$ cat src/cxab_pkg.sv
`default_nettype none
package cxab_pkg;
    // Register byte offsets
    localparam logic [15:0] OFS_CTRL      = 16'h0000;
    localparam logic [15:0] OFS_DATA      = 16'h0004;
    localparam logic [15:0] OFS_AHI       = 16'h0008;
    localparam logic [15:0] OFS_ALO       = 16'h000a;
    // Control register field positions
    localparam int          CTRL_BURST_LSB = 0;
    localparam int          CTRL_RSVD_BIT  = 7;
    localparam int          CTRL_REQ_BIT   = 8;
    localparam int          CTRL_XA_LSB    = 9;
    localparam int          CTRL_WE_LSB    = 12;
    localparam int          CTRL_PAR_LSB   = 14;
    // Widths
    localparam int          BURST_W        = 7;
    localparam int          AHI_W          = 13;
    localparam int          ADDR_W         = 33;
    // Values after reset
    localparam logic [6:0]  BURST_RESET    = 7'h01;
    localparam logic [15:0] DATA_RESET     = 16'h0000;
    localparam logic [12:0] AHI_RESET      = 13'h0000;
    localparam logic [15:0] ALO_RESET      = 16'h0000;
    // Byte-enable encodings
    localparam logic [1:0]  WE_READ        = 2'h0;
    localparam logic [1:0]  WE_LOW         = 2'h1;
    localparam logic [1:0]  WE_HIGH        = 2'h2;
    localparam logic [1:0]  WE_WORD        = 2'h3;
    // Burst sizing: words in a 256-byte span
    localparam logic [7:0]  SPAN_WORDS     = 8'h80;

    typedef enum logic [1:0] {
        ST_IDLE,
        ST_FIRST,
        ST_SECOND
    } cxab_state_t;
endpackage : cxab_pkg
`default_nettype wire

$ cat src/cxab_bridge.sv
// Notes on behaviour
// RULE_01 - Data register carries indirect write/read word
// RULE_02 - Direct accesses never touch data register
// RULE_03 - High address 12:0 kept, 15:13 read zero
// RULE_04 - Low address kept; direct uses top bits
// RULE_05 - Indirect reaches full space via four words
// RULE_06 - Host holds select low for indirect
// RULE_07 - Host writes address/data before launching
// RULE_08 - Host launches with one control write
// RULE_09 - Hardware clears request bit when done
// RULE_10 - Read: enables 00, data valid at clear
// RULE_11 - Indirect read parity shown in 15:14
// RULE_12 - Direct: page base plus host offset
// RULE_13 - Direct access only with select high
// RULE_14 - Direct ignores low register lower bits
// RULE_15 - Host sets enables before direct write
// RULE_16 - Direct read parity shown in 15:14
// RULE_17 - Enables: read, low, high, whole word
// RULE_18 - Enables unused for direct read, bytes
// RULE_19 - Read prefetch burst, split at 256 bytes
// RULE_20 - One internal access at a time
`default_nettype none
module cxab_bridge #(
    parameter int DATA_W = 16
) (
    // Clock and reset
    input  wire logic        REF_CLK,
    input  wire logic        RESETN,
    // Host access port
    input  wire logic        HOST_SEL,
    input  wire logic        HOST_WR,
    input  wire logic        HOST_DAS,
    input  wire logic        HOST_BUS8,
    input  wire logic [15:0] HOST_ADDR,
    input  wire logic [15:0] HOST_WDATA,
    output logic      [15:0] HOST_RDATA,
    output logic             HOST_READY,
    // Internal memory port
    output logic             MEM_REQ,
    output logic      [32:0] MEM_ADDR,
    output logic      [1:0]  MEM_WE,
    output logic      [15:0] MEM_WDATA,
    output logic      [1:0]  MEM_WPAR,
    output logic      [7:0]  MEM_BURST,
    input  wire logic        MEM_ACK,
    input  wire logic [15:0] MEM_RDATA,
    input  wire logic [1:0]  MEM_RPAR
);
    generate
        if (DATA_W != 16) begin : g_bad_width
            $error("cxab_bridge serves a 16-bit word only");
        end
    endgenerate

    // Byte merge for 8-bit host writes
    function automatic logic [15:0] merge(input logic [15:0] old, input logic [15:0] w,
                                          input logic b8, input logic a0);
        if (!b8) begin
            merge = w;
        end else if (a0) begin
            merge = {w[7:0], old[7:0]};
        end else begin
            merge = {old[15:8], w[7:0]};
        end
    endfunction : merge

    // Byte lane for 8-bit host reads
    function automatic logic [15:0] lane(input logic [15:0] w, input logic b8, input logic a0);
        if (!b8) begin
            lane = w;
        end else begin
            lane = {8'h00, a0 ? w[15:8] : w[7:0]};
        end
    endfunction : lane

    // Register state
    logic [6:0]  burst_len,   next_burst_len;
    logic        req,         next_req;
    logic [2:0]  xa31,        next_xa31;
    logic [1:0]  we,          next_we;
    logic [1:0]  par,         next_par;
    logic [15:0] data,        next_data;
    logic [12:0] ahi,         next_ahi;
    logic [15:0] alo,         next_alo;
    // Sequencer state
    cxab_pkg::cxab_state_t state, next_state;
    logic        cur_ind,     next_cur_ind;
    logic        cur_rd,      next_cur_rd;
    logic        cur_b8,      next_cur_b8;
    logic        cur_a0,      next_cur_a0;
    logic [7:0]  rest,        next_rest;
    // Pending direct access
    logic        dir_pend,    next_dir_pend;
    logic        dir_wr,      next_dir_wr;
    logic        dir_b8,      next_dir_b8;
    logic [32:0] dir_addr,    next_dir_addr;
    logic [1:0]  dir_be,      next_dir_be;
    logic [15:0] dir_wdata,   next_dir_wdata;
    // Outputs
    logic [15:0] next_host_rdata;
    logic        next_host_ready;
    logic        next_mem_req;
    logic [32:0] next_mem_addr;
    logic [1:0]  next_mem_we;
    logic [15:0] next_mem_wdata;
    logic [1:0]  next_mem_wpar;
    logic [7:0]  next_mem_burst;

    logic [15:0] ctrl_word;
    logic [15:0] new_ctrl;
    logic [15:0] reg_addr;
    logic [15:0] ahi_wr;
    logic [32:0] ind_addr;
    logic [7:0]  first_len;
    logic [7:0]  rest_len;

    // Control word view; bit 7 reads zero
    always_comb begin
        ctrl_word = {par, we, xa31, req, 1'b0, burst_len};
        reg_addr  = {HOST_ADDR[15:1], 1'b0};
        new_ctrl  = merge(ctrl_word, HOST_WDATA, HOST_BUS8, HOST_ADDR[0]);
        ahi_wr    = merge({3'h0, ahi}, HOST_WDATA, HOST_BUS8, HOST_ADDR[0]);
        ind_addr  = {ahi, alo, xa31, 1'b0}; // [RULE_05]
    end

    // Burst length for the next read, cut at the span boundary
    cxab_burst_split u_split (
        .word_in_span (state == cxab_pkg::ST_IDLE && !req ? dir_addr[7:1] : ind_addr[7:1]),
        .len_field    (burst_len),
        .first_len    (first_len),
        .rest_len     (rest_len)
    );

    // Next-state logic for registers, sequencer and outputs
    always_comb begin
        next_burst_len  = burst_len;
        next_req        = req;
        next_xa31       = xa31;
        next_we         = we;
        next_par        = par;
        next_data       = data;
        next_ahi        = ahi;
        next_alo        = alo;
        next_state      = state;
        next_cur_ind    = cur_ind;
        next_cur_rd     = cur_rd;
        next_cur_b8     = cur_b8;
        next_cur_a0     = cur_a0;
        next_rest       = rest;
        next_dir_pend   = dir_pend;
        next_dir_wr     = dir_wr;
        next_dir_b8     = dir_b8;
        next_dir_addr   = dir_addr;
        next_dir_be     = dir_be;
        next_dir_wdata  = dir_wdata;
        next_host_rdata = HOST_RDATA;
        next_host_ready = 1'b0;
        next_mem_req    = MEM_REQ;
        next_mem_addr   = MEM_ADDR;
        next_mem_we     = MEM_WE;
        next_mem_wdata  = MEM_WDATA;
        next_mem_wpar   = MEM_WPAR;
        next_mem_burst  = MEM_BURST;

        // Host access, taken only when no direct access is outstanding
        if (HOST_SEL && !dir_pend) begin
            if (HOST_DAS) begin
                // Page base from address registers, offset from host pins [RULE_12] [RULE_13]
                next_dir_pend = 1'b1;
                next_dir_wr   = HOST_WR;
                next_dir_b8   = HOST_BUS8;
                if (HOST_BUS8) begin
                    next_dir_addr  = {ahi, alo[15:11], HOST_ADDR[14:1], 1'b0}; // [RULE_04] [RULE_14]
                    next_dir_be    = HOST_ADDR[0] ? cxab_pkg::WE_HIGH : cxab_pkg::WE_LOW; // [RULE_18]
                    next_dir_wdata = {HOST_WDATA[7:0], HOST_WDATA[7:0]};
                end else begin
                    next_dir_addr  = {ahi, alo[15:12], HOST_ADDR[15:1], 1'b0}; // [RULE_04] [RULE_14]
                    next_dir_be    = we; // [RULE_15] [RULE_17]
                    next_dir_wdata = HOST_WDATA; // [RULE_02]
                end
                if (!HOST_WR) begin
                    next_dir_be = cxab_pkg::WE_READ; // [RULE_18]
                end
                next_cur_a0 = HOST_ADDR[0];
            end else begin
                next_host_ready = 1'b1;
                if (HOST_WR) begin
                    if (reg_addr == cxab_pkg::OFS_CTRL && !req) begin
                        // Control is frozen while an access is pending [RULE_20]
                        next_burst_len = new_ctrl[cxab_pkg::CTRL_BURST_LSB +: cxab_pkg::BURST_W];
                        next_req       = new_ctrl[cxab_pkg::CTRL_REQ_BIT]; // [RULE_08]
                        next_xa31      = new_ctrl[cxab_pkg::CTRL_XA_LSB +: 3];
                        next_we        = new_ctrl[cxab_pkg::CTRL_WE_LSB +: 2];
                        next_par       = new_ctrl[cxab_pkg::CTRL_PAR_LSB +: 2];
                    end else if (reg_addr == cxab_pkg::OFS_DATA) begin
                        next_data = merge(data, HOST_WDATA, HOST_BUS8, HOST_ADDR[0]); // [RULE_01]
                    end else if (reg_addr == cxab_pkg::OFS_AHI) begin
                        next_ahi = ahi_wr[12:0]; // [RULE_03]
                    end else if (reg_addr == cxab_pkg::OFS_ALO) begin
                        next_alo = merge(alo, HOST_WDATA, HOST_BUS8, HOST_ADDR[0]); // [RULE_04]
                    end
                end else begin
                    case (reg_addr)
                        cxab_pkg::OFS_CTRL: next_host_rdata = lane(ctrl_word, HOST_BUS8, HOST_ADDR[0]);
                        cxab_pkg::OFS_DATA: next_host_rdata = lane(data, HOST_BUS8, HOST_ADDR[0]);
                        cxab_pkg::OFS_AHI:  next_host_rdata = lane({3'h0, ahi}, HOST_BUS8, HOST_ADDR[0]); // [RULE_03]
                        cxab_pkg::OFS_ALO:  next_host_rdata = lane(alo, HOST_BUS8, HOST_ADDR[0]);
                        default:            next_host_rdata = 16'h0000;
                    endcase
                end
            end
        end

        // Internal access sequencer, one access at a time
        case (state)
            cxab_pkg::ST_IDLE: begin
                if (req) begin
                    // Indirect access from the four control words [RULE_05] [RULE_20]
                    next_state     = cxab_pkg::ST_FIRST;
                    next_cur_ind   = 1'b1;
                    next_cur_rd    = (we == cxab_pkg::WE_READ); // [RULE_10] [RULE_17]
                    next_mem_req   = 1'b1;
                    next_mem_addr  = ind_addr;
                    next_mem_we    = we;
                    next_mem_wdata = data; // [RULE_01]
                    next_mem_wpar  = par;
                    next_mem_burst = (we == cxab_pkg::WE_READ) ? first_len : 8'h01; // [RULE_19]
                    next_rest      = (we == cxab_pkg::WE_READ) ? rest_len : 8'h00;
                end else if (dir_pend) begin
                    next_state     = cxab_pkg::ST_FIRST;
                    next_cur_ind   = 1'b0;
                    next_cur_rd    = !dir_wr;
                    next_cur_b8    = dir_b8;
                    next_mem_req   = 1'b1;
                    next_mem_addr  = dir_addr;
                    next_mem_we    = dir_be;
                    next_mem_wdata = dir_wdata; // [RULE_02]
                    next_mem_wpar  = par;
                    next_mem_burst = dir_wr ? 8'h01 : first_len; // [RULE_19]
                    next_rest      = dir_wr ? 8'h00 : rest_len;
                end
            end
            cxab_pkg::ST_FIRST: begin
                if (MEM_ACK) begin
                    next_mem_req = 1'b0;
                    if (cur_rd) begin
                        next_par = MEM_RPAR; // [RULE_11] [RULE_16]
                        if (cur_ind) begin
                            next_data = MEM_RDATA; // [RULE_01]
                        end
                    end
                    if (!cur_ind) begin
                        next_dir_pend   = 1'b0;
                        next_host_ready = 1'b1;
                        if (cur_rd) begin
                            next_host_rdata = lane(MEM_RDATA, cur_b8, cur_a0); // [RULE_02]
                        end
                    end
                    if (rest != 8'h00) begin
                        // Remainder of a split burst starts at the next span [RULE_19]
                        next_state     = cxab_pkg::ST_SECOND;
                        next_mem_req   = 1'b1;
                        next_mem_addr  = {MEM_ADDR[32:8] + 25'h0000001, 8'h00};
                        next_mem_burst = rest;
                        next_rest      = 8'h00;
                    end else begin
                        next_state = cxab_pkg::ST_IDLE;
                        if (cur_ind) begin
                            next_req = 1'b0; // [RULE_09] [RULE_10]
                        end
                    end
                end
            end
            cxab_pkg::ST_SECOND: begin
                if (MEM_ACK) begin
                    next_mem_req = 1'b0;
                    next_state   = cxab_pkg::ST_IDLE;
                    if (cur_ind) begin
                        next_req = 1'b0; // [RULE_09]
                    end
                end
            end
            default: begin
                next_state   = cxab_pkg::ST_IDLE;
                next_mem_req = 1'b0;
            end
        endcase
    end

    // State registers
    always_ff @(posedge REF_CLK or negedge RESETN) begin
        if (!RESETN) begin
            burst_len  <= cxab_pkg::BURST_RESET;
            we         <= cxab_pkg::WE_READ;
            data       <= cxab_pkg::DATA_RESET;
            ahi        <= cxab_pkg::AHI_RESET;
            alo        <= cxab_pkg::ALO_RESET;
            state      <= cxab_pkg::ST_IDLE;
            {req, xa31, par, cur_ind, cur_rd, cur_b8, cur_a0, rest} <= '0;
            {dir_pend, dir_wr, dir_b8, dir_addr, dir_be, dir_wdata} <= '0;
            {HOST_RDATA, HOST_READY, MEM_REQ, MEM_ADDR, MEM_WE, MEM_WDATA, MEM_WPAR, MEM_BURST} <= '0;
        end else begin
            burst_len  <= next_burst_len;
            req        <= next_req;
            xa31       <= next_xa31;
            we         <= next_we;
            par        <= next_par;
            data       <= next_data;
            ahi        <= next_ahi;
            alo        <= next_alo;
            state      <= next_state;
            cur_ind    <= next_cur_ind;
            cur_rd     <= next_cur_rd;
            cur_b8     <= next_cur_b8;
            cur_a0     <= next_cur_a0;
            rest       <= next_rest;
            dir_pend   <= next_dir_pend;
            dir_wr     <= next_dir_wr;
            dir_b8     <= next_dir_b8;
            dir_addr   <= next_dir_addr;
            dir_be     <= next_dir_be;
            dir_wdata  <= next_dir_wdata;
            HOST_RDATA <= next_host_rdata;
            HOST_READY <= next_host_ready;
            MEM_REQ    <= next_mem_req;
            MEM_ADDR   <= next_mem_addr;
            MEM_WE     <= next_mem_we;
            MEM_WDATA  <= next_mem_wdata;
            MEM_WPAR   <= next_mem_wpar;
            MEM_BURST  <= next_mem_burst;
        end
    end
endmodule : cxab_bridge
`default_nettype wire

$ cat src/cxab_burst_split.sv
`default_nettype none
module cxab_burst_split (
    // Burst start and length field
    input  wire logic [6:0] word_in_span,
    input  wire logic [6:0] len_field,
    // Split result in words
    output logic      [7:0] first_len,
    output logic      [7:0] rest_len
);
    logic [7:0] total;
    logic [7:0] room;

    // Zero length means a full span; cut at the 256-byte boundary
    always_comb begin
        total     = (len_field == 7'h00) ? cxab_pkg::SPAN_WORDS : {1'b0, len_field};
        room      = cxab_pkg::SPAN_WORDS - {1'b0, word_in_span};
        first_len = (total < room) ? total : room;
        rest_len  = total - first_len;
    end
endmodule : cxab_burst_split
`default_nettype wire

$ cat config.mk
export PLATFORM = sky130hd
export DESIGN_NAME = cxab_bridge
export DESIGN_NICKNAME = d
export VERILOG_FILES = /design/src/cxab_pkg.sv /design/src/cxab_bridge.sv /design/src/cxab_burst_split.sv
export SDC_FILE = /design/constraint.sdc
export NUM_CORES = 1
export LEC_CHECK = 0
export BUFFER_PORTS_ARGS = -buffer_cell sky130_fd_sc_hd__buf_4
export CAP_MARGIN = 40
export CORE_AREA = 3 3 149 151
export CTS_CLUSTER_DIAMETER = 40
export DETAILED_ROUTE_END_ITERATION = 10
export DIE_AREA = 0 0 152 154
export PLACE_DENSITY_LB_ADDON = 0.05
export SLEW_MARGIN = 20
export SYNTH_ARGS = -nofsm -noshare
export SYNTH_HDL_FRONTEND = slang
export SYNTH_SLANG_ARGS = --single-unit
$ cat constraint.sdc
create_clock -name REF_CLK -period 4.93 [get_ports REF_CLK]
set_input_delay 0.986 -clock REF_CLK [delete_from_list [all_inputs] [get_ports REF_CLK]]
set_output_delay 0.986 -clock REF_CLK [all_outputs]
set_load 0.005 [all_outputs]
# Word-level counts from Yosys, hierarchy flattened
# Cells that the tools add are included.
[totals]
regBits = 207
input_bits = 57
elab_cells = 184
[classes]
n_addsub = 3
n_lt_le_gt_ge = 1
eq_ne = 11
mux = 110
bitwise_logic = 5
n_reduce_logical = 24
[ops]
columns = ["cell", "n"]
rows = [
  ["two-way mux 16 bit", 30],
  ["two-way mux 8 bit", 19],
  ["two-way mux 33 bit", 4],
  ["case mux 33 bit (2 select lines)", 1],
  ["case mux 16 bit (4 select lines)", 1],
  ["two-way mux 13 bit", 3],
  ["two-way mux 2 bit", 19],
  ["case mux 8 bit (2 select lines)", 2],
  ["equality test 15 x 3 -> 1 bit, second input constant", 2],
  ["two-way mux 1 bit", 27],
  ["adder 25 x 1 -> 25 bit, second input constant", 1],
  ["logical NOT 16 bit", 1],
  ["AND reduction 8 bit", 2],
  ["equality test 15 x 2 -> 1 bit, second input constant", 1],
  ["AND reduction 7 bit", 2],
  ["AND reduction 5 bit", 2],
  ["< comparator 8 bit", 1],
  ["!= test 2 bit, second input constant", 4],
  ["nonzero test 8 bit", 1],
  ["subtractor 8 x 7 -> 8 bit, first input constant", 1],
  ["subtractor 8 bit", 1],
  ["logical NOT 7 bit", 1],
  ["two-way mux 7 bit", 1],
  ["case mux 2 bit (3 select lines)", 1],
  ["14 further kinds", 26],
]

# Longest topological paths before layout
[logic_depth]
depth_word = 11
mapped_depth = 32
ltp_nobuf = 29

# Modules after synthesis
# From an unflattened synthesis, not the netlist that was laid out.
[hier_totals]
cells_unflattened = 1094
area_unflattened_um2 = 11227.0
[by_module_without_submodules]
columns = ["mod", "instances", "cells_each", "area_per_inst_um2", "seq_area_each_um2"]
rows = [
  ["cxab_bridge", 1, 990, 10487.6, 5131.2],
  ["cxab_burst_split", 1, 104, 739.5, 0.0],
]

# Worst setup path after synthesis
# No wires, ideal clock.
[synth_timing]
path_type = "reg-to-reg"
start = "register state[0]"
end = "register rest[6]"
setup_ns = 0.122
arrival_ns = 5.282
required_time_ns = 4.808
slack_ns = -0.473
path_stages_with_launch = 32
n_path_buf = 3
period_less_slack_ns = 5.403
path_cell_list = "dfrtp_1 inv_1 ha_1 nand2b_1 buf_4 mux2_2 inv_1 ha_1 o211ai_1 nor2_1 xnor2_1 mux2i_1 ha_1 nand4_1 a211o_1 nand3_1 a21oi_1 o41a_1 buf_6 buf_2 a21oi_1 ha_1 inv_1 ha_1 inv_1 nand2_1 a21oi_1 a2111oi_2 or2_1 o221ai_1 mux2i_1 nand2_1"
[synth_between]
elab_chain_cells = 11
elab_cells_between_ends = 18
classes_between = "add/sub (2); order compare (1); eq/ne (4); mux (7); reduce/logical (4)"
[synth_lines]
columns = ["item", "line_no", "rtl"]
rows = [
  ["start: declaration", "cxab_bridge.sv:86", "cxab_pkg::cxab_state_t state, next_state;"],
  ["start signal: assignment", "cxab_bridge.sv:298", "state <= cxab_pkg::ST_IDLE;"],
  ["start signal: assignment", "cxab_bridge.sv:311", "state <= next_state;"],
  ["logical NOT 2 bit", "cxab_bridge.sv:128, cxab_bridge.sv:215", ""],
  ["logical AND 1 bit", "cxab_bridge.sv:128", ".word_in_span (state == cxab_pkg::ST_IDLE && !req ? dir_addr[7:1] : ind_addr[7:1]),"],
  ["two-way mux 7 bit", "cxab_bridge.sv:128", ""],
  ["subtractor 8 x 7 -> 8 bit", "cxab_burst_split.sv:16", "room = cxab_pkg::SPAN_WORDS - {1'b0, word_in_span};"],
  ["< comparator 8 bit", "cxab_burst_split.sv:17", "first_len = (total < room) ? total : room;"],
  ["two-way mux 8 bit", "cxab_burst_split.sv:17", ""],
  ["subtractor 8 bit", "cxab_burst_split.sv:18", "rest_len = total - first_len;"],
  ["two-way mux 8 bit", "cxab_bridge.sv:240", "next_rest = dir_wr ? 8'h00 : rest_len;"],
  ["two-way mux 8 bit", "cxab_bridge.sv:229", "end else if (dir_pend) begin"],
  ["two-way mux 8 bit", "cxab_bridge.sv:217", "if (req) begin"],
  ["case mux 8 bit (2 select lines)", "cxab_bridge.sv:215", "case (state)"],
  ["end signal: assignment", "cxab_bridge.sv:316", "rest <= next_rest;"],
  ["end: declaration", "cxab_bridge.sv:91", "logic [7:0] rest, next_rest;"],
]
# Several ways; a longest one is shown, not always the timed one. The select of a mux whose other input is x is not followed.
# A chain may end at the register's enable or synchronous reset.

# Final worst setup path
[layout_timing]
start = "register state[1]"
end = "register rest[6]"
# The elaborated chain is that of the path after synthesis.

==> impl_results.md <==
* Final setup violation count at 0
* Simple-Gate Fraction of Synth Area at 14.6%
* First-pass GRT wire length at 53.0 mm
* M1 GR Usage at 39.6%
* Max-slew headroom at 46.0%
* Synth Area in Compound Gates at 17.9%
* PD cells at roughly 600 mW/mm^2
* CTS Sinks at 205
* Post-synthesis xor/xnor area fraction at 1.01%
* Slowest CP cell: o41a_1
* FF+latch count, synth at 205
* Total grt overflow at 0
* DRT Pass-1 Iters at 7
* Port bufs at roughly 130
* Area Growth Syn to Fin at 25.6%
* Async SR Flop Fraction at 100%
* Post-Route Utilization at 66.3%
* Post-route cell area at 0.0139 sq mm
* Final Hold Viols at 0
* Mapped Cells at ~1200
* Number of global-route vias before repair at 9269
* Initial Util at 52.8%
* Routed Antenna Nets at 0
* Status: finished clean
* Mux cell area share after synthesis at about 15%
* Clk_lat worst skew at 520 ps
* Hold Crit Class: in -> async
* Initial antenna violation count at 0
* Slew Viols, Final at 0
* Non-filler cells, final at roughly 1600
* Number of diodes at 0
* Met3 usage at 5.52%
* Setup TNS at 0 ps
* Critical path launch point type: flip-flop
* Power after layout at approximately 8.4 mW
* Main synth FF type: dfrtp_1
* DRT Wirelength at 34.2 mm
* Synth unique cells at 71
* Area share of the largest cell type after synthesis at a little under half
* Max frequency at 207 MHz
* Syn_area_per_cell at 9.52 sq um
* Placed insts at 1530
* Num rows at 53
* Worst EP arrival at 5200 ps
* Crit end category: flip-flop
* Largest net degree at the start of global routing at 86
* Register area at 0.00513 sq mm
* EDFF count, synth at 0
* Worst-margin pin slew at 810 ps
* Sequential fraction of the synthesis area at 46.3%
* CTS tree: built
* Fin crit share at 97.8%
* H-tree Lvls at 2
* Pleak at roughly 6.3 nW
* Highest cell delay on the worst timing path at roughly 530 ps
* DRC viols at 0
* Gp weighted congestion at approximately 0.92
* Multi-input gate area at 0.00570 sq mm
* CTS Buffer Depth at 3
* Core area at 0.0210 sq mm
* Worst-path clk slew at roughly 50 ps
* Adder-cell share of the synthesized area at about 1.8%
* Critical Path RT at 5310 ps
* Routed WL per cell at 21.3 microns
* Fillers at between 1500 and 2000
* Max Cap Viol at 0
* CP max FO at 4
* Main combinational cell family by area after synthesis: compound AO/OA/AOI/OAI gates
* Clock skew at 18.7 ps
* Chip Height at 154 microns
* CTS buffer count at 35
* Tot GR Track Use at 28.4%
* Root Driver: clkbuf_16
* Met2 Resource Use GR at 45.0%
* Worst VDD drop at 0.431 mV
* Area leader, netlist: dfrtp_1
* DP HPWL at 24.6 mm
* DR iter-0 viols at between 800 and 900
* Yosys warns at 0
* Die W at roughly 150 microns
* Dpl cell area at 0.0125 sq mm
* GR peak layer: met2
* Cell Area, Synth at 0.0111 sq mm
* I/O Pins at 136
* Syn Nets at 1235
* Fin nets at around 1400
* Vias per inst at 6.05
* Via Count at 9704
* CP Class: reg -> reg
* Share of cells above drive strength 1 at 28.0%
* Die area at about 0.023 sq mm
* RSZ-0062 raised after global routing: yes
* Top post-synthesis cells by area: dfrtp_1 (46%), mux2_2 (9.0%), nand2_1 (5.9%)
* Min Tclk post-route at roughly 4800 ps
==> cells in the mapped netlist, types with 10 or more instances <==
cell / n
dfrtp_1: 204
mux2i_1: 64
a221oi_1: 14
nor2b_1: 10
and3_1: 23
a22oi_1: 10
nand3_1: 22
nor4_1: 10
ha_1: 15
buf_1: 13
o21ai_0: 118
mux2_2: 88
a21oi_1: 92
nand2_1: 175
nor2_1: 62
clkbuf_1: 59
o22ai_1: 28
o31ai_1: 10
inv_1: 18
==> timing repair <==
| action | CTS | global route |
|---|---|---|
| setup buffers | 0 | 10 |
| resized for setup | 2 | 7 |
| cloned | 0 | 0 |
| pin swaps | 1 | 11 |
| hold buffers | 0 | 0 |
| setup endpoints to repair | 2 | 4 |
==> worst max-delay path, delay by kind of cell, from the launching register on <==
kind | cells | cell delay, ps
xor+xnor | 1 | 140
compound gates | 8 | 1540
flops | 1 | 400
fa+ha+maj | 5 | 980
simple gates | 7 | 750
mux | 3 | 620
buf+inv | 4 | 270
==> power breakdown <==
group	internal, mW	total, mW	switching (mW)
logic	1.50	3.28	1.78
registers	2.17	2.56	0.389
clock network	1.63	2.54	0.904
total	5.31	8.38	3.07
==> registers in the layout, indices dropped and copies added (netlist names), 3 cells and up <==
signal	flops
xa31	3
rest	8
alo	16
MEM_WDATA	16
dir_addr	32
MEM_ADDR	32
burst_len	7
dir_wdata	16
HOST_RDATA	16
MEM_BURST	8
data	16
ahi	13
==> final cells by class <==
class,instances,share of cell area [%]
sequential,205,36.9
multi-input combinational,861,41.0
clock inverter,22,1.97
timing repair buffer,184,10.2
inverter,18,0.504
tap,275,2.47
clock buffer,40,6.88
==> metal layers <==
layer  vias up  wire (microns)
li1       4523               -
met1      4698           14900
met2       393           15700
met3        90            2430
met4         0            1200
met5         -               0
==> logic make-up (layout without fill, tap and decap cells) <==
| group | after synthesis | count (layout) |
|---|---|---|
| adders and majority gates | 16 | 16 |
| DFF | 205 | 205 |
| AOI/OAI and AO/OA | 329 | 329 |
| other | 1 | 1 |
| buffers and inverters | 97 | 264 |
| muxes | 152 | 152 |
| xor gates and xnor gates | 11 | 11 |
| and+or+nand+nor | 352 | 352 |
==> worst paths after layout <==
kind	slack, ps	cells after the start	end	start
max	110	28	rest[6]$_DFFE_PN0P_	state[1]$_DFFE_PN0P_
min	360	1	MEM_WDATA[6]$_DFFE_PN0P_	RESETN
max reg2reg	110	28	rest[6]$_DFFE_PN0P_	state[1]$_DFFE_PN0P_
min reg2reg	470	2	MEM_WDATA[7]$_DFFE_PN0P_	MEM_WDATA[7]$_DFFE_PN0P_
max in group asynchronous	3320	3	MEM_ADDR[26]$_DFFE_PN0P_	RESETN
min in group REF_CLK	470	2	MEM_WDATA[7]$_DFFE_PN0P_	MEM_WDATA[7]$_DFFE_PN0P_
==> through the flow <==
| step | hold WS [ps] | setup slack (ps) |
|---|---|---|
| floorplan | 443 | -15.2 |
| global placement | 455 | 102 |
| detailed placement | 464 | -32.0 |
| CTS | 351 | 11.1 |
| global route | 352 | -167 |
| finish | 356 | 110 |
==> cell usage in the layout (no fill, tap or decap), types with 23 or more instances in the layout <==
cell,netlist,routed
o21ai_0,118,117
o22ai_1,28,28
a21oi_1,92,88
nand2_1,175,174
mux2i_1,64,63
and3_1,23,23
nor2_1,62,61
dfrtp_1,204,203
buf_4,2,176
mux2_2,88,87
clkbuf_16,0,37
(Power assumes the default switching activity.)
